<file path="src/rtl/ipmd_defs.svh">
// Purpose: constants for the interrupt post/mask/dispatch block
// Assumes: included by the design file and the bench, not by ipmd_pkg.sv
// Notes: register offsets are word indices; byte address = index * 4
`ifndef IPMD_DEFS_SVH
`define IPMD_DEFS_SVH
// ****************************************
// register indices
// ****************************************
`define IPMD_IDX_CLR0      8'hda
`define IPMD_IDX_CLR1      8'hdb
`define IPMD_IDX_CLR2      8'hdc
`define IPMD_IDX_MSK0      8'he0
`define IPMD_IDX_MSK1      8'he1
`define IPMD_IDX_MSK2      8'he2
`define IPMD_IDX_MSK3      8'he3
`define IPMD_IDX_CAPSTS    8'h2c
`define IPMD_IDX_CAPMSK    8'h2d
`define IPMD_IDX_FLAGS     8'he4
// ****************************************
// fields and reset values
// ****************************************
`define IPMD_SRC_IMPL      24'h77e0ff
`define IPMD_SRC_HWONLY    24'h718090
`define IPMD_SWINT_BIT     7
`define IPMD_GIE_BIT       0
`define IPMD_CAP_W         4
`define IPMD_RST8          8'h00
`define IPMD_RST24         24'h000000
`define IPMD_TCAP0_SRC     15
`define IPMD_TCAP1_SRC     16
`define IPMD_GP0_SRC       4
`define IPMD_GP1_SRC       7
`define IPMD_GP2_SRC       20
`define IPMD_GP3_SRC       21
`define IPMD_GP4_SRC       22
// ****************************************
// dispatch timing
// ****************************************
`define IPMD_DISP_CYC      4'd13
`define IPMD_STEP_PCH      4'd0
`define IPMD_STEP_PCL      4'd1
`define IPMD_STEP_FLG      4'd2
`define IPMD_STEP_CLR      4'd3
`define IPMD_STEP_LOAD     4'd4
`endif

</file>
<file path="src/rtl/ipmd_pkg.sv">
// Purpose: types for the interrupt post/mask/dispatch block
// Assumes: nothing
// Notes: shared by design and bench
package ipmd_pkg;
	typedef enum logic {IPMD_IDLE, IPMD_DISP} ipmd_state_e;	// dispatch states
	typedef struct packed {
		logic       valid;	// one-cycle stack push
		logic [7:0] data;	// byte pushed
	} ipmd_push_s;
	typedef struct packed {
		logic        load;	// one-cycle counter load
		logic [15:0] value;	// new program counter
	} ipmd_pcld_s;
endpackage

</file>
<file path="src/rtl/ipmd_ctrl.sv">
// Purpose: posted/masked interrupt controller with dispatch sequencer
// Assumes: one 200 MHz clock, synchronous inputs, AHB-Lite word access
// Notes: zero-wait slave, response always OKAY
`include "ipmd_defs.svh"
`timescale 1ns/1ps
`default_nettype none
module ipmd_ctrl
	import ipmd_pkg::*;
(
	input  wire logic        i_clk_sys,	// system clock
	input  wire logic        i_nrst,	// sync reset, low
	input  wire logic        i_hsel,	// slave select
	input  wire logic [31:0] i_haddr,	// byte address
	input  wire logic [1:0]  i_htrans,	// transfer type
	input  wire logic        i_hwrite,	// write flag
	input  wire logic [2:0]  i_hsize,	// word only
	input  wire logic [31:0] i_hwdata,	// write data
	input  wire logic        i_hready,	// bus ready
	output logic [31:0]      o_hrdata,	// read data
	output logic             o_hreadyout,	// always ready
	output logic             o_hresp,	// always okay
	input  wire logic [23:0] i_src_evt,	// condition pulses
	input  wire logic [4:0]  i_gpio_lvl,	// port interrupt levels
	input  wire logic [1:0]  i_cap_in,	// capture inputs 0/1
	input  wire logic        i_instr_done,	// instruction boundary
	input  wire logic [15:0] i_pc,	// return address
	input  wire logic        i_flag_wr,	// core writes flags
	input  wire logic [7:0]  i_flag_wdata,	// flags value
	input  wire logic        i_return_from_irq_instr,	// return executed
	input  wire logic [15:0] i_return_from_irq_instr_pc,	// popped counter
	input  wire logic [7:0]  i_return_from_irq_instr_flags,	// popped flags
	output ipmd_push_s       o_push,	// stack push
	output ipmd_pcld_s       o_pcld,	// counter load
	output logic             o_take,	// dispatch starts
	output logic             o_busy,	// dispatch running
	output logic             o_irq_active,	// request active
	output logic [7:0]       o_flags,	// flag register
	output logic             o_irq	// capture interrupt
);
	// ****************************************
	// state
	// ****************************************
	logic [23:0] posted_q;	// posted flags
	logic [23:0] mask_q;	// source masks
	logic        swint_q;	// software post enable
	logic [3:0]  cap_sts_q;	// capture status
	logic [3:0]  cap_msk_q;	// capture mask
	logic [7:0]  flags_q;	// flag register
	logic [4:0]  gpio_q;	// previous port levels
	logic [1:0]  cap_q;	// previous capture levels
	ipmd_state_e st_q;	// dispatch state
	logic [3:0]  cnt_q;	// dispatch cycle
	logic [15:0] ret_pc_q;	// saved counter
	logic [7:0]  vec_q;	// winning vector
	logic [4:0]  win_idx_q;	// winning source
	logic        wr_q;	// write data phase
	logic [7:0]  wr_idx_q;	// write index
	logic        rd_q;	// read data phase

	// ****************************************
	// helpers
	// ****************************************
	function automatic logic [4:0] ipmd_first(input logic [23:0] v);
		logic [4:0] idx;
		idx = 5'd0;
		for (int i = 23; i >= 0; i--) begin
			if (v[i]) begin
				idx = 5'(i);
			end
		end
		return idx;
	endfunction

	function automatic logic [7:0] ipmd_byte(input logic [23:0] v, input logic [7:0] idx);
		logic [7:0] b;
		b = `IPMD_RST8;
		if (idx == `IPMD_IDX_CLR0 || idx == `IPMD_IDX_MSK0) begin
			b = v[7:0];
		end else if (idx == `IPMD_IDX_CLR1 || idx == `IPMD_IDX_MSK1) begin
			b = v[15:8];
		end else if (idx == `IPMD_IDX_CLR2 || idx == `IPMD_IDX_MSK2) begin
			b = v[23:16];
		end
		return b;
	endfunction

	// ****************************************
	// event detection
	// ****************************************
	logic [23:0] pending;	// posted and masked
	logic        active;	// request may be taken
	logic [4:0]  win;	// encoder result
	logic [23:0] hw_set;	// hardware posting
	logic [3:0]  cap_evt;	// capture edges
	logic [4:0]  gpio_rise;	// port edges
	logic        addr_ok;	// transfer accepted
	logic [7:0]  a_idx;	// address index
	logic [7:0]  wbyte;	// written byte
	logic [23:0] wr_clr;	// clear from write
	logic [23:0] wr_set;	// software post

	assign gpio_rise = i_gpio_lvl & ~gpio_q;
	assign cap_evt   = {~i_cap_in[1] & cap_q[1], i_cap_in[1] & ~cap_q[1],
		~i_cap_in[0] & cap_q[0], i_cap_in[0] & ~cap_q[0]};

	// hardware sets: pulses, port edges, capture events
	always_comb begin
		hw_set = i_src_evt & ~`IPMD_SRC_HWONLY;
		hw_set[`IPMD_GP0_SRC] = gpio_rise[0];
		hw_set[`IPMD_GP1_SRC] = gpio_rise[1];
		hw_set[`IPMD_GP2_SRC] = gpio_rise[2];
		hw_set[`IPMD_GP3_SRC] = gpio_rise[3];
		hw_set[`IPMD_GP4_SRC] = gpio_rise[4];
		hw_set[`IPMD_TCAP0_SRC] = |cap_evt[1:0];
		hw_set[`IPMD_TCAP1_SRC] = |cap_evt[3:2];
		hw_set = hw_set & `IPMD_SRC_IMPL;
	end

	assign pending = posted_q & mask_q;
	assign win     = ipmd_first(pending);
	// a return restores the enable in its own cycle, so pending work is taken there
	assign active  = (|pending) &&
		(i_return_from_irq_instr ? i_return_from_irq_instr_flags[`IPMD_GIE_BIT] : flags_q[`IPMD_GIE_BIT]);

	// ****************************************
	// bus slave
	// ****************************************
	assign addr_ok = i_hsel && i_htrans[1] && i_hready;
	assign a_idx   = i_haddr[9:2];
	assign wbyte   = i_hwdata[7:0];

	// address phase capture
	always_ff @(posedge i_clk_sys) begin
		if (!i_nrst) begin
			wr_q     <= 1'b0;
			rd_q     <= 1'b0;
			wr_idx_q <= `IPMD_RST8;
		end else begin
			wr_q     <= addr_ok && i_hwrite && (i_haddr[31:10] == 22'h000000);
			rd_q     <= addr_ok && !i_hwrite;
			wr_idx_q <= a_idx;
		end
	end

	// read data registered at address phase
	always_ff @(posedge i_clk_sys) begin
		if (!i_nrst) begin
			o_hrdata <= 32'h00000000;
		end else if (addr_ok && !i_hwrite) begin
			o_hrdata <= 32'h00000000;
			if (i_haddr[31:10] != 22'h000000) begin
				o_hrdata <= 32'h00000000;	// unmapped reads zero
			end else if (a_idx == `IPMD_IDX_CLR0 || a_idx == `IPMD_IDX_CLR1 ||
				a_idx == `IPMD_IDX_CLR2) begin
				o_hrdata[7:0] <= ipmd_byte(posted_q, a_idx);
			end else if (a_idx == `IPMD_IDX_MSK3) begin
				o_hrdata[`IPMD_SWINT_BIT] <= swint_q;
			end else if (a_idx == `IPMD_IDX_CAPSTS) begin
				o_hrdata[3:0] <= cap_sts_q;
			end else if (a_idx == `IPMD_IDX_CAPMSK) begin
				o_hrdata[3:0] <= cap_msk_q;
			end else if (a_idx == `IPMD_IDX_FLAGS) begin
				o_hrdata[7:0] <= flags_q;
			end else begin
				o_hrdata[7:0] <= ipmd_byte(mask_q, a_idx);
			end
		end
	end

	assign o_hreadyout = 1'b1;
	assign o_hresp     = 1'b0;

	// write decode into clear and post vectors
	always_comb begin
		wr_clr = `IPMD_RST24;
		wr_set = `IPMD_RST24;
		if (wr_q && wr_idx_q == `IPMD_IDX_CLR0) begin
			wr_clr[7:0] = ~wbyte;
			wr_set[7:0] = swint_q ? wbyte : `IPMD_RST8;
		end else if (wr_q && wr_idx_q == `IPMD_IDX_CLR1) begin
			wr_clr[15:8] = ~wbyte;
			wr_set[15:8] = swint_q ? wbyte : `IPMD_RST8;
		end else if (wr_q && wr_idx_q == `IPMD_IDX_CLR2) begin
			wr_clr[23:16] = ~wbyte;
			wr_set[23:16] = swint_q ? wbyte : `IPMD_RST8;
		end
	end

	// ****************************************
	// posted flags and masks
	// ****************************************
	always_ff @(posedge i_clk_sys) begin
		if (!i_nrst) begin
			posted_q <= `IPMD_RST24;
			gpio_q   <= 5'h00;
			cap_q    <= 2'h0;
		end else begin
			gpio_q <= i_gpio_lvl;
			cap_q  <= i_cap_in;
			posted_q <= ((posted_q & ~wr_clr & ~((o_take ? 24'h000001 : `IPMD_RST24) << win))
				| hw_set | wr_set) & `IPMD_SRC_IMPL;
		end
	end

	always_ff @(posedge i_clk_sys) begin
		if (!i_nrst) begin
			mask_q  <= `IPMD_RST24;
			swint_q <= 1'b0;
		end else if (wr_q) begin
			case (wr_idx_q)
				`IPMD_IDX_MSK0: mask_q[7:0]   <= wbyte;
				`IPMD_IDX_MSK1: mask_q[15:8]  <= wbyte & 8'(`IPMD_SRC_IMPL >> 8);
				`IPMD_IDX_MSK2: mask_q[23:16] <= wbyte & 8'(`IPMD_SRC_IMPL >> 16);
				`IPMD_IDX_MSK3: swint_q <= wbyte[`IPMD_SWINT_BIT];
				default: ;
			endcase
		end
	end

	// ****************************************
	// capture status, mask and interrupt
	// ****************************************
	always_ff @(posedge i_clk_sys) begin
		if (!i_nrst) begin
			cap_sts_q <= 4'h0;
			cap_msk_q <= 4'h0;
		end else begin
			cap_sts_q <= (cap_sts_q & ~((wr_q && wr_idx_q == `IPMD_IDX_CAPSTS) ?
				wbyte[3:0] : 4'h0)) | cap_evt;
			if (wr_q && wr_idx_q == `IPMD_IDX_CAPMSK) begin
				cap_msk_q <= wbyte[3:0];
			end
		end
	end

	assign o_irq = |(cap_sts_q & cap_msk_q);

	// ****************************************
	// flag register
	// ****************************************
	always_ff @(posedge i_clk_sys) begin
		if (!i_nrst) begin
			flags_q <= `IPMD_RST8;
		end else if (st_q == IPMD_DISP && cnt_q == `IPMD_STEP_CLR) begin
			flags_q <= `IPMD_RST8;
		end else if (i_return_from_irq_instr) begin
			flags_q <= i_return_from_irq_instr_flags;
		end else if (i_flag_wr) begin
			flags_q <= i_flag_wdata;	// enable rise re-arms
		end
	end

	assign o_flags      = flags_q;
	assign o_irq_active = active;

	// ****************************************
	// dispatch sequencer
	// ****************************************
	assign o_take = (st_q == IPMD_IDLE) && i_instr_done && active;
	assign o_busy = (st_q == IPMD_DISP);

	always_ff @(posedge i_clk_sys) begin
		if (!i_nrst) begin
			st_q      <= IPMD_IDLE;
			cnt_q     <= 4'h0;
			ret_pc_q  <= 16'h0000;
			vec_q     <= `IPMD_RST8;
			win_idx_q <= 5'h00;
		end else begin
			case (st_q)
				IPMD_IDLE: begin
					if (o_take) begin
						st_q      <= IPMD_DISP;
						cnt_q     <= 4'h0;
						ret_pc_q  <= i_return_from_irq_instr ? i_return_from_irq_instr_pc : i_pc;
						win_idx_q <= win;
						vec_q     <= {1'b0, win + 5'd1, 2'b00};
					end
				end
				IPMD_DISP: begin
					cnt_q <= cnt_q + 4'd1;
					if (cnt_q == `IPMD_DISP_CYC - 4'd1) begin
						st_q <= IPMD_IDLE;
					end
				end
				default: st_q <= IPMD_IDLE;
			endcase
		end
	end

	// pushes and counter load from flip-flops
	always_ff @(posedge i_clk_sys) begin
		if (!i_nrst) begin
			o_push <= '0;
			o_pcld <= '0;
		end else begin
			o_push <= '0;
			o_pcld <= '0;
			if (o_take) begin
				o_push <= '{valid: 1'b1, data: i_return_from_irq_instr ? i_return_from_irq_instr_pc[15:8] : i_pc[15:8]};
			end else if (st_q == IPMD_DISP && cnt_q == `IPMD_STEP_PCH) begin
				o_push <= '{valid: 1'b1, data: ret_pc_q[7:0]};
			end else if (st_q == IPMD_DISP && cnt_q == `IPMD_STEP_PCL) begin
				o_push <= '{valid: 1'b1, data: flags_q};
			end else if (st_q == IPMD_DISP && cnt_q == `IPMD_STEP_LOAD) begin
				o_pcld <= '{load: 1'b1, value: {8'h00, vec_q}};
			end
		end
	end

	// ****************************************
	// checks
	// ****************************************
	disp_len_a: assert property (@(posedge i_clk_sys) disable iff (!i_nrst)
		o_take |=> o_busy [*8] ##1 o_busy [*5] ##1 !o_busy)
		else $error("dispatch length wrong");
	take_gie_a: assert property (@(posedge i_clk_sys) disable iff (!i_nrst)
		o_take |-> i_instr_done &&
		(flags_q[`IPMD_GIE_BIT] || i_return_from_irq_instr && i_return_from_irq_instr_flags[`IPMD_GIE_BIT]))
		else $error("take without enable");
	push_ord_a: assert property (@(posedge i_clk_sys) disable iff (!i_nrst)
		o_take |=> o_push.valid ##1 o_push.valid ##1 o_push.valid && o_push.data == $past(flags_q))
		else $error("push order wrong");
	flag_clr_a: assert property (@(posedge i_clk_sys) disable iff (!i_nrst)
		o_take |-> ##5 flags_q == `IPMD_RST8)
		else $error("flags not cleared");
	vec_load_a: assert property (@(posedge i_clk_sys) disable iff (!i_nrst)
		o_take |-> ##6 o_pcld.load && o_pcld.value == {8'h00, 1'b0, $past(win, 6) + 5'd1, 2'b00})
		else $error("vector load wrong");
	mask_keep_a: assert property (@(posedge i_clk_sys) disable iff (!i_nrst)
		posted_q[0] && !mask_q[0] && !(wr_q && wr_idx_q == `IPMD_IDX_CLR0) |=> posted_q[0])
		else $error("masked flag lost");
	evt_post_a: assert property (@(posedge i_clk_sys) disable iff (!i_nrst)
		hw_set[1] |=> posted_q[1])
		else $error("event not posted");
	cap_w1c_a: assert property (@(posedge i_clk_sys) disable iff (!i_nrst)
		wr_q && wr_idx_q == `IPMD_IDX_CAPSTS && wbyte[0] && !cap_evt[0] |=> !cap_sts_q[0])
		else $error("capture flag not cleared");
	return_from_irq_instr_a: assert property (@(posedge i_clk_sys) disable iff (!i_nrst)
		i_return_from_irq_instr && !o_busy |=> flags_q == $past(i_return_from_irq_instr_flags))
		else $error("flags not restored");
	prio_a: assert property (@(posedge i_clk_sys) disable iff (!i_nrst)
		o_take && pending[0] |=> win_idx_q == 5'd0)
		else $error("priority wrong");
endmodule
`default_nettype wire

</file>
<file path="config.mk">
export PLATFORM = sky130hd
export DESIGN_NAME = ipmd_ctrl
export DESIGN_NICKNAME = d
export VERILOG_FILES = /design/src/rtl/ipmd_pkg.sv /design/src/rtl/ipmd_ctrl.sv
export VERILOG_INCLUDE_DIRS = /design/src /design/src/rtl
export SDC_FILE = /design/constraint.sdc
export NUM_CORES = 1
export LEC_CHECK = 0
export BUFFER_PORTS_ARGS = -buffer_cell sky130_fd_sc_hd__buf_2
export CAP_MARGIN = 10
export CORE_ASPECT_RATIO = 0.5
export CORE_MARGIN = 4
export CORE_UTILIZATION = 51
export CTS_BUF_LIST = sky130_fd_sc_hd__clkbuf_8
export DETAILED_ROUTE_END_ITERATION = 12
export PLACE_DENSITY = 0.91
export REMOVE_ABC_BUFFERS = 1
export SLEW_MARGIN = 20
export SYNTH_ARGS = -nofsm -noshare
export SYNTH_HDL_FRONTEND = slang
export SYNTH_SLANG_ARGS = --single-unit
export TNS_END_PERCENT = 100
</file>
<file path="constraint.sdc">
create_clock -name i_clk_sys -period 2.84 [get_ports i_clk_sys]
set_input_delay 0.568 -clock i_clk_sys [delete_from_list [all_inputs] [get_ports i_clk_sys]]
set_output_delay 0.568 -clock i_clk_sys [all_outputs]
set_load 0.1 [all_outputs]
</file>
# ---- Word level (Yosys, flattened, before mapping)
# Index checks and enable logic that the tools add are counted.
# W data, S select, Z words.
dict set report classes {
  reduce_logical 39
  shifts 1
  n_mul 0
  eq_ne 24
  div_mod_pow 0
  magnitude_cmp 0
  mux 66
  n_addsub 2
  bitwise_logic 25
}
# operator n
set ops {}
lappend ops {{$mux W8} 16}
lappend ops {{$eq A8 B8 Y1 const B} 15}
lappend ops {{$mux W5} 24}
lappend ops {{$and A23 B23 Y23} 3}
lappend ops {{$mux W7} 7}
lappend ops {{$not A23 Y23} 2}
lappend ops {{$or A23 B23 Y23} 2}
lappend ops {{$eq A8 B6 Y1 const B} 4}
lappend ops {{$mux W15} 2}
lappend ops {{$mux W9} 3}
lappend ops {{$mux W4} 6}
lappend ops {{$reduce_or A24 Y1} 1}
lappend ops {{$shl A1 B5 Y23} 1}
lappend ops {{$logic_not A22 Y1} 1}
lappend ops {{$reduce_bool A22 Y1} 1}
lappend ops {{$logic_and A1 B1 Y1} 17}
lappend ops {{$mux W17} 1}
lappend ops {{$reduce_and A2 Y1} 5}
lappend ops {{$and A4 B4 Y4} 2}
lappend ops {{$not A8 Y8} 1}
lappend ops {{$pmux W4 S2} 1}
lappend ops {{$reduce_or A4 Y1} 2}
lappend ops {{$not A1 Y1} 7}
lappend ops {{$reduce_or A2 Y1} 3}
lappend ops {{19 further kinds} 30}
dict set report word_totals {
  word_cells 179
  latchBits 0
  mem_count 0
  ramBits 0
  output_inout_bits 72
  input_bits 156
  mem_bits_ro 0
  ff_bits 116
}

# ---- Logic depth before layout (Yosys ltp)
# Gate-level depths: netlist of run 1.
dict set report depth {
  ltp_word 29
  depth_mapped 9
  depth_no_buf 7
}

# ---- Worst setup path before layout of run 1
# Ideal clock, no wire load.
dict set report synth_path {
  path_kind {reg2out}
  start {register flags_q[0], in the netlist o_flags[0]}
  end {output port o_irq_active}
  setup_slack_ps -455
  arrival_ps 2727
  stages_incl_launch_ff 3
  cell_sequence {dfxtp_1 > mux2i_1 > a21oi_1}
}
dict set report synth_between {
  elab_chain_len 2
}
# element line_no
set synth_lines {}
lappend synth_lines {{from (decl)} ipmd_ctrl.sv:48} ;# logic [7:0] flags_q;
lappend synth_lines {{from (signal assigned)} ipmd_ctrl.sv:243} ;# flags_q <= `IPMD_RST8;
lappend synth_lines {{from (signal assigned)} ipmd_ctrl.sv:245} ;# flags_q <= `IPMD_RST8;
lappend synth_lines {{from (signal assigned)} ipmd_ctrl.sv:247} ;# flags_q <= i_return_from_irq_instr_flags;
lappend synth_lines {{$mux W1} ipmd_ctrl.sv:123} ;# (i_return_from_irq_instr ? i_return_from_irq_instr_flags[`IPMD_GIE_BIT] : flags_q[`IPMD_GIE_BIT]);
lappend synth_lines {{$logic_and A1 B1 Y1} ipmd_ctrl.sv:122} ;# assign active = (|pending) &&
lappend synth_lines {{to (decl)} ipmd_ctrl.sv:36} ;# output logic o_irq_active,
# Every way passes these cells.

# ---- Final worst setup path of run 1
dict set report layout_path {
  start {register mask_q[13]}
  end {output port o_take}
}
dict set report layout_between {
  elab_chain_len 4
}
# element line_no
set layout_lines {}
lappend layout_lines {{from (decl)} ipmd_ctrl.sv:44} ;# logic [23:0] mask_q;
lappend layout_lines {{from (signal assigned)} ipmd_ctrl.sv:207} ;# mask_q <= `IPMD_RST24;
lappend layout_lines {{from (signal assigned)} ipmd_ctrl.sv:212} ;# `IPMD_IDX_MSK1: mask_q[15:8] <= wbyte & 8'(`IPMD_SRC_IMPL >> 8);
lappend layout_lines {{$and A23 B23 Y23} ipmd_ctrl.sv:119} ;# assign pending = posted_q & mask_q;
lappend layout_lines {{$reduce_or A24 Y1} ipmd_ctrl.sv:122}
lappend layout_lines {{$logic_and A1 B1 Y1} ipmd_ctrl.sv:122}
lappend layout_lines {{$logic_and A1 B1 Y1} ipmd_ctrl.sv:259} ;# assign o_take = (st_q == IPMD_IDLE) && i_instr_done && active;
lappend layout_lines {{to (decl)} ipmd_ctrl.sv:34} ;# output logic o_take,
# Every way passes these cells.

==> impl_metrics.env, run 1 <==
export IMPL_status="complete, no violations"
export IMPL_drv_cap=0
export IMPL_min_to="gpio_q[2]$_SDFF_PN0_"
export IMPL_synth_avg_cell_area_um2=8.70
export IMPL_fp_dieArea_um2=13400
export IMPL_hpwl_mm=13.8
export IMPL_fillers=910
export IMPL_p_leak_nw=3.20
export IMPL_place_congestion=0.980
export IMPL_hp_start="i_gpio_lvl[2]"
export IMPL_cts_buffer_depth=2
export IMPL_r2r_slack_ns=0.53
export IMPL_io_pins=228
export IMPL_path_buf_inv=2
export IMPL_r2r_end="o_push[3]$_SDFF_PN0_"
export IMPL_post_place_ws_ns=0.210
export IMPL_fin_cells=963
export IMPL_critPathMaxStageDelay_ns=0.43
export IMPL_netlist_area_leader_share_pct=36.7
export IMPL_netlist_area_um2=5890
export IMPL_arrival_ns=2.15
export IMPL_vias=5858
export IMPL_grt_usage_pct=25.5
export IMPL_cp_slowest_cell="a222oi_1"
export IMPL_synth_area_leaders="dfxtp_1, mux2i_1, buf_4"
export IMPL_cts_tree="yes"
export IMPL_crit_type="reg -> out"
export IMPL_ys_warn_count=0
export IMPL_grt_pass1_vias=5529
export IMPL_antenna_found_initial=0
export IMPL_drt_pass1_iterations=6
export IMPL_grt_pass1_wl_mm=28.1
export IMPL_clock_fmax_mhz=368
export IMPL_synth_seq_area_share_pct=36.7
export IMPL_placed_area_um2=6670
export IMPL_yosysMostFrequentCell="dfxtp_1"
export IMPL_power_total_mw=3.13
export IMPL_ys_top_cells_by_count="dfxtp_1, nand2_1, nor2b_1"
export IMPL_path_cells="a222oi_1 -> and3_1 -> a41o_2 -> inv_1 -> buf_12"
export IMPL_die_h_um=84.0
export IMPL_postCtsHoldBufs=0
export IMPL_h_tree_depth=3
export IMPL_hold_path_class="in -> reg"
export IMPL_crit_reg2reg_launch="mask_q[13]$_SDFFE_PN0P_"
export IMPL_wl_mm=17.8
export IMPL_hold_viol=0
export IMPL_cts_root_buf="clkbuf_8"
export IMPL_coreArea_um2=11100
export IMPL_final_area_um2=6870
export IMPL_drive_above_1_share_pct=24.4
export IMPL_clk_pin_slew_ns=0.11
export IMPL_start_util_pct=52.8
export IMPL_drc_errors=0
export IMPL_dp_cells=947
export IMPL_cp_required_ns=2.27
export IMPL_diodes=0
export IMPL_wl_per_cell_um=18.4
export IMPL_die_x_um=160
export IMPL_synth_cell_type_count=67
export IMPL_clk_latency_ns=0.39
export IMPL_hold_depth=2
export IMPL_drtIter0Drc=757
export IMPL_crit_family="compound AO/OA/AOI/OAI gates"
export IMPL_grt_start_max_net_pins=33
export IMPL_routed_via_density=6.08
export IMPL_numClockSinks=108
export IMPL_synth_main_ff_cell="dfxtp_1"
export IMPL_tightest_slew_ns=0.727
export IMPL_finClkSkew_ns=0.0134
export IMPL_worstSetupEndpointType="output port"
export IMPL_slew_viol_final=0
export IMPL_nets=976
export IMPL_async_flop_share_pct=0
export IMPL_finalCritPeriodShare_pct=95.6
export IMPL_crit_path_start_kind="register"
export IMPL_numPortBuffers=146
export IMPL_fin_ws_ns=0.124
export IMPL_reg2reg_depth=7
export IMPL_synthCells=677
export IMPL_synth_edf_count=0
export IMPL_yosys_register_bits=108
export IMPL_rsz0062_at_grt="no"
export IMPL_grt_overflow_total=0
export IMPL_peakVddDrop_uv=264
export IMPL_rows=27
export IMPL_ant_nets=0
export IMPL_yosysTopAreaCell="dfxtp_1"
export IMPL_synthToLayoutAreaGrowth_pct=16.7
export IMPL_power_density_nw_per_um2=456
export IMPL_setup_viol=0
export IMPL_cp_max_fo=8
export IMPL_cts_made_buffers=9
export IMPL_period_needed_ns=2.72
export IMPL_relSlewSlack_pct=51.2
==> worst register-to-register path, delay by kind of cell, from the launching register on <==
family | cells | cell delay [ns]
DFF | 1 | 0.38
buffers and inverters | 2 | 0.36
AOI/OAI and AO/OA | 3 | 1.06
and+or+nand+nor | 2 | 0.40
==> area by class of cell <==
type | instances | area, um2 | share of cell area [%]
clock buffer | 9 | 124 | 1.80
sequential | 108 | 2160 | 31.5
multi-input combinational | 516 | 3370 | 49.1
inverter | 12 | 45.0 | 0.655
clock inverter | 7 | 76.3 | 1.11
tap | 145 | 181 | 2.64
timing repair buffer | 166 | 911 | 13.3
==> worst max path at each step <==
stage                                       start                        to  slack [ns]  depth (start not counted)
final                     mask_q[13]$_SDFFE_PN0P_                    o_take        0.12                          5
after global routing      mask_q[13]$_SDFFE_PN0P_                    o_take        0.06                          5
after global placement    i_return_from_irq_instr                    o_take        0.28                          6
after detailed placement               i_haddr[3]  o_hrdata[3]$_SDFFE_PN0P_        0.21                          6
after floorplan           o_flags[0]$_SDFFE_PP0P_   posted_q[14]$_SDFF_PN0_       -0.72                          7
after CTS                 mask_q[13]$_SDFFE_PN0P_                    o_take        0.04                          5
==> kinds of logic (layout without fill, tap and decap cells) <==
group,after synthesis,after routing,share of synthesized area (%)
AOI/OAI and AO/OA,180,180,22.3
xor gates and xnor gates,1,1,0.149
adders and majority gates,7,7,1.49
buffers and inverters,88,194,8.33
DFF,108,108,36.7
muxes,49,49,8.52
other,2,37,0.128
and+or+nand+nor,242,242,22.4
==> cells in the final DEF (no fill, tap or decap), types with 10 or more instances in the layout <==
cell type | synthesis | layout
and2_1 | 25 | 25
buf_4 | 42 | 20
a222oi_1 | 10 | 10
o22a_1 | 12 | 12
nand3_1 | 14 | 14
buf_2 | 2 | 144
mux2i_1 | 40 | 40
o211a_1 | 11 | 11
conb_1 | 2 | 37
nor2b_1 | 43 | 43
nand2_1 | 58 | 58
nor2_1 | 33 | 33
a31oi_1 | 19 | 19
o21ai_0 | 26 | 26
dfxtp_1 | 108 | 108
a21oi_1 | 32 | 32
inv_1 | 12 | 13
==> power breakdown <==
part	switching (mW)	internal, mW	leakage [nW]
Combinational	0.416	0.149	2.21
Clock	0.545	0.414	0.106
Sequential	0.0521	1.55	0.882
==> metal layers <==
layer,wire length (um),GRT usage [%]
met5,0,0
met4,546,9.45
met3,2080,6.36
met1,6950,31.6
met2,8180,43.0
==> metrics by stage <==
stage | util (%) | TNS (ns) | hold WS (ns)
floorplan | - | -13.47 | 0.420
global placement | 59.8 | 0 | 0.439
detailed placement | 59.8 | 0 | 0.430
CTS | 61.6 | 0 | 0.384
global route | 61.6 | 0 | 0.396
finish | 61.6 | 0 | 0.395
==> state kept, by name, summed over array words and instances (netlist names), 5 cells and up <==
name and count:
ret_pc_q 8, mask_q 17, vec_q 5, wr_idx_q 8
gpio_q 5, o_hrdata 8, o_pcld 6, o_flags 8
o_push 9, posted_q 17
==> repair_timing <==
action | CTS | global route
setup endpoints to repair | 0 | 1
resized for setup | 0 | 2
buffers inserted | 0 | 0
Note: power is estimated with default switching activity, not from simulation.
==> inputs of run 2 (changes only) <==
--- a/config.mk
+++ b/config.mk
@@ -7,13 +7,14 @@
 export NUM_CORES = 1
 export LEC_CHECK = 0
 export BUFFER_PORTS_ARGS = -buffer_cell sky130_fd_sc_hd__buf_2
-export CAP_MARGIN = 10
+export CAP_MARGIN = 20
 export CORE_ASPECT_RATIO = 0.5
 export CORE_MARGIN = 4
-export CORE_UTILIZATION = 51
+export CORE_UTILIZATION = 40
 export CTS_BUF_LIST = sky130_fd_sc_hd__clkbuf_8
+export CTS_CLUSTER_SIZE = 8
 export DETAILED_ROUTE_END_ITERATION = 12
-export PLACE_DENSITY = 0.91
+export PLACE_DENSITY = 0.76
 export REMOVE_ABC_BUFFERS = 1
 export SLEW_MARGIN = 20
 export SYNTH_ARGS = -nofsm -noshare
==> run 2 against run 1 <==
Compared with the run above: fmax up 1.9%; highest routed layer unchanged; combinational power about the same; final cell count up 5.3%; count of clock-buffer cells in the layout up 2; power down 3.3%; flip-flop and latch count unchanged; non-clock buffer count up 1; critical path depth unchanged; hold slack better by 0.0012 ns; register-to-register slack about the same; wire length up 0.23%.
==> impl_metrics.env, run 2 (synthesis results as in run 1) <==
export IMPL_status="complete, no violations"
export IMPL_numClockSinks=108
export IMPL_post_cts_setup_buffers=0
export IMPL_fin_cells=1014
export IMPL_rsz0062_at_grt="no"
export IMPL_synthToLayoutAreaGrowth_pct=17.3
export IMPL_relSlewSlack_pct=55.2
export IMPL_p_leak_nw=3.18
export IMPL_ant_nets=0
export IMPL_start_util_pct=40.8
export IMPL_clk_pin_slew_ns=0.10
export IMPL_reg_largest_list="mask_q (17), posted_q (17), o_push (9)"
export IMPL_coreArea_um2=14400
export IMPL_layout_common_cells="buf_2, dfxtp_1, nand2_1"
export IMPL_crit_type="reg -> out"
export IMPL_cts_made_buffers=9
export IMPL_post_place_ws_ns=0.263
export IMPL_wl_per_cell_um=17.5
export IMPL_hold_path_class="in -> reg"
export IMPL_drv_cap=0
export IMPL_finClkSkew_ns=0.0113
export IMPL_whs_ns=0.396
export IMPL_grt_usage_pct=20.6
export IMPL_diodes=0
export IMPL_drc_errors=0
export IMPL_fillers=1393
export IMPL_drive_above_1_share_pct=24.3
export IMPL_final_area_um2=6900
export IMPL_period_needed_ns=2.67
export IMPL_numPortBuffers=146
export IMPL_drt_pass1_iterations=8
export IMPL_wl_mm=17.8
export IMPL_fp_dieArea_um2=16800
export IMPL_finalCritPeriodShare_pct=93.8
export IMPL_placed_area_um2=6740
export IMPL_clock_fmax_mhz=375
export IMPL_nets=977
export IMPL_cts_buffer_depth=2
export IMPL_die_x_um=180
export IMPL_dp_cells=1001
export IMPL_fin_ws_ns=0.175
export IMPL_h_tree_depth=3
export IMPL_grt_overflow_total=0
export IMPL_drtIter0Drc=460
export IMPL_cts_tree="yes"
export IMPL_cp_required_ns=2.27
export IMPL_place_congestion=0.950
export IMPL_die_h_um=93.8
export IMPL_slew_viol_final=0
export IMPL_io_pins=228
export IMPL_grt_start_max_net_pins=33
export IMPL_hold_viol=0
export IMPL_power_density_nw_per_um2=438
export IMPL_cp_max_fo=8
export IMPL_arrival_ns=2.10
export IMPL_setup_viol=0
export IMPL_layout_commonest_cell="buf_2"
export IMPL_grt_pass1_vias=5446
export IMPL_peakVddDrop_uv=212
export IMPL_hpwl_mm=13.7
export IMPL_vias=5630
export IMPL_tightest_slew_ns=0.666
export IMPL_rows=31
export IMPL_grt_pass1_wl_mm=28.0
export IMPL_clk_latency_ns=0.38
export IMPL_antenna_found_initial=0
export IMPL_cts_root_buf="clkbuf_8"
export IMPL_crit_path_start_kind="register"
export IMPL_routed_via_density=5.55
export IMPL_worstSetupEndpointType="output port"
-- run 2: changes by cell type in the layout (fill, tap and decap cells not counted) --
| cell | before | now |
|---|---|---|
| buf_4 | 20 | 21 |
| a22oi_2 | 1 | 0 |
| clkbuf_8 | 9 | 11 |
| inv_1 | 13 | 12 |
| bufinv_16 | 1 | 0 |
| inv_8 | 1 | 0 |
| a22oi_1 | 8 | 9 |
| clkinv_4 | 3 | 0 |
| clkinvlp_4 | 0 | 1 |
-- run 2: worst paths after layout --
kind                                         endpoint                     from  cells after the start  slack (ns)
worst max-delay path                           o_take  posted_q[13]$_SDFF_PN0_                      5        0.17
worst min-delay path             gpio_q[4]$_SDFF_PN0_            i_gpio_lvl[4]                      2        0.40
worst max register to register  vec_q[3]$_SDFFE_PN0P_   posted_q[4]$_SDFF_PN0_                      6        0.54
worst min register to register   o_pcld[3]$_SDFF_PP0_    vec_q[3]$_SDFFE_PN0P_                      1        0.45
-- run 2: metal layers --
| layer | GRT usage (%) | vias up | share of wire [%] |
|---|---|---|---|
| li1 | - | 2685 | - |
| met1 | 25.4 | 2656 | 42 |
| met3 | 6.03 | 36 | 9.4 |
| met2 | 35.2 | 253 | 46 |
| met4 | 6.34 | 0 | 2.1 |
| met5 | 0 | - | 0 |
-- run 2: cell type report --
class                   count  area, um2  area share (%)
multi-input cells         516       3370            48.8
repair buffers            167        918            13.3
inverters                  12       45.0           0.652
clock inverters             2       12.5           0.181
flip-flops and latches    108       2160            31.3
well taps                 198        248            3.59
clock buffers              11        151            2.19
-- run 2: critical path: stages (launching register included) --
cell	delay, ns
dfxtp_1	0.36
a222oi_1	0.43
and3_1	0.31
a41o_2	0.31
inv_1	0.12
buf_12	0.18
-- run 2: timing repair --
action | CTS | global route
resized for setup | 0 | 1
hold buffers | 0 | 0
setup endpoints to repair | 0 | 1
-- run 2: per-stage QoR --
stage | utilization, % | power (mW) | TNS (ns)
final | 47.8 | 3.03 | 0
after detailed placement | 46.7 | 2.20 | 0
after global routing | 47.8 | 3.15 | 0
after floorplan | - | 2.01 | -13.47
after global placement | 46.7 | 2.19 | 0
after CTS | 47.8 | 3.04 | 0
-- run 2: power breakdown --
group	internal (mW)	switching, mW	leakage [nW]	total (mW)
Clock	0.352	0.503	0.0831	0.855
Sequential	1.55	0.0511	0.882	1.61
Combinational	0.150	0.416	2.22	0.566
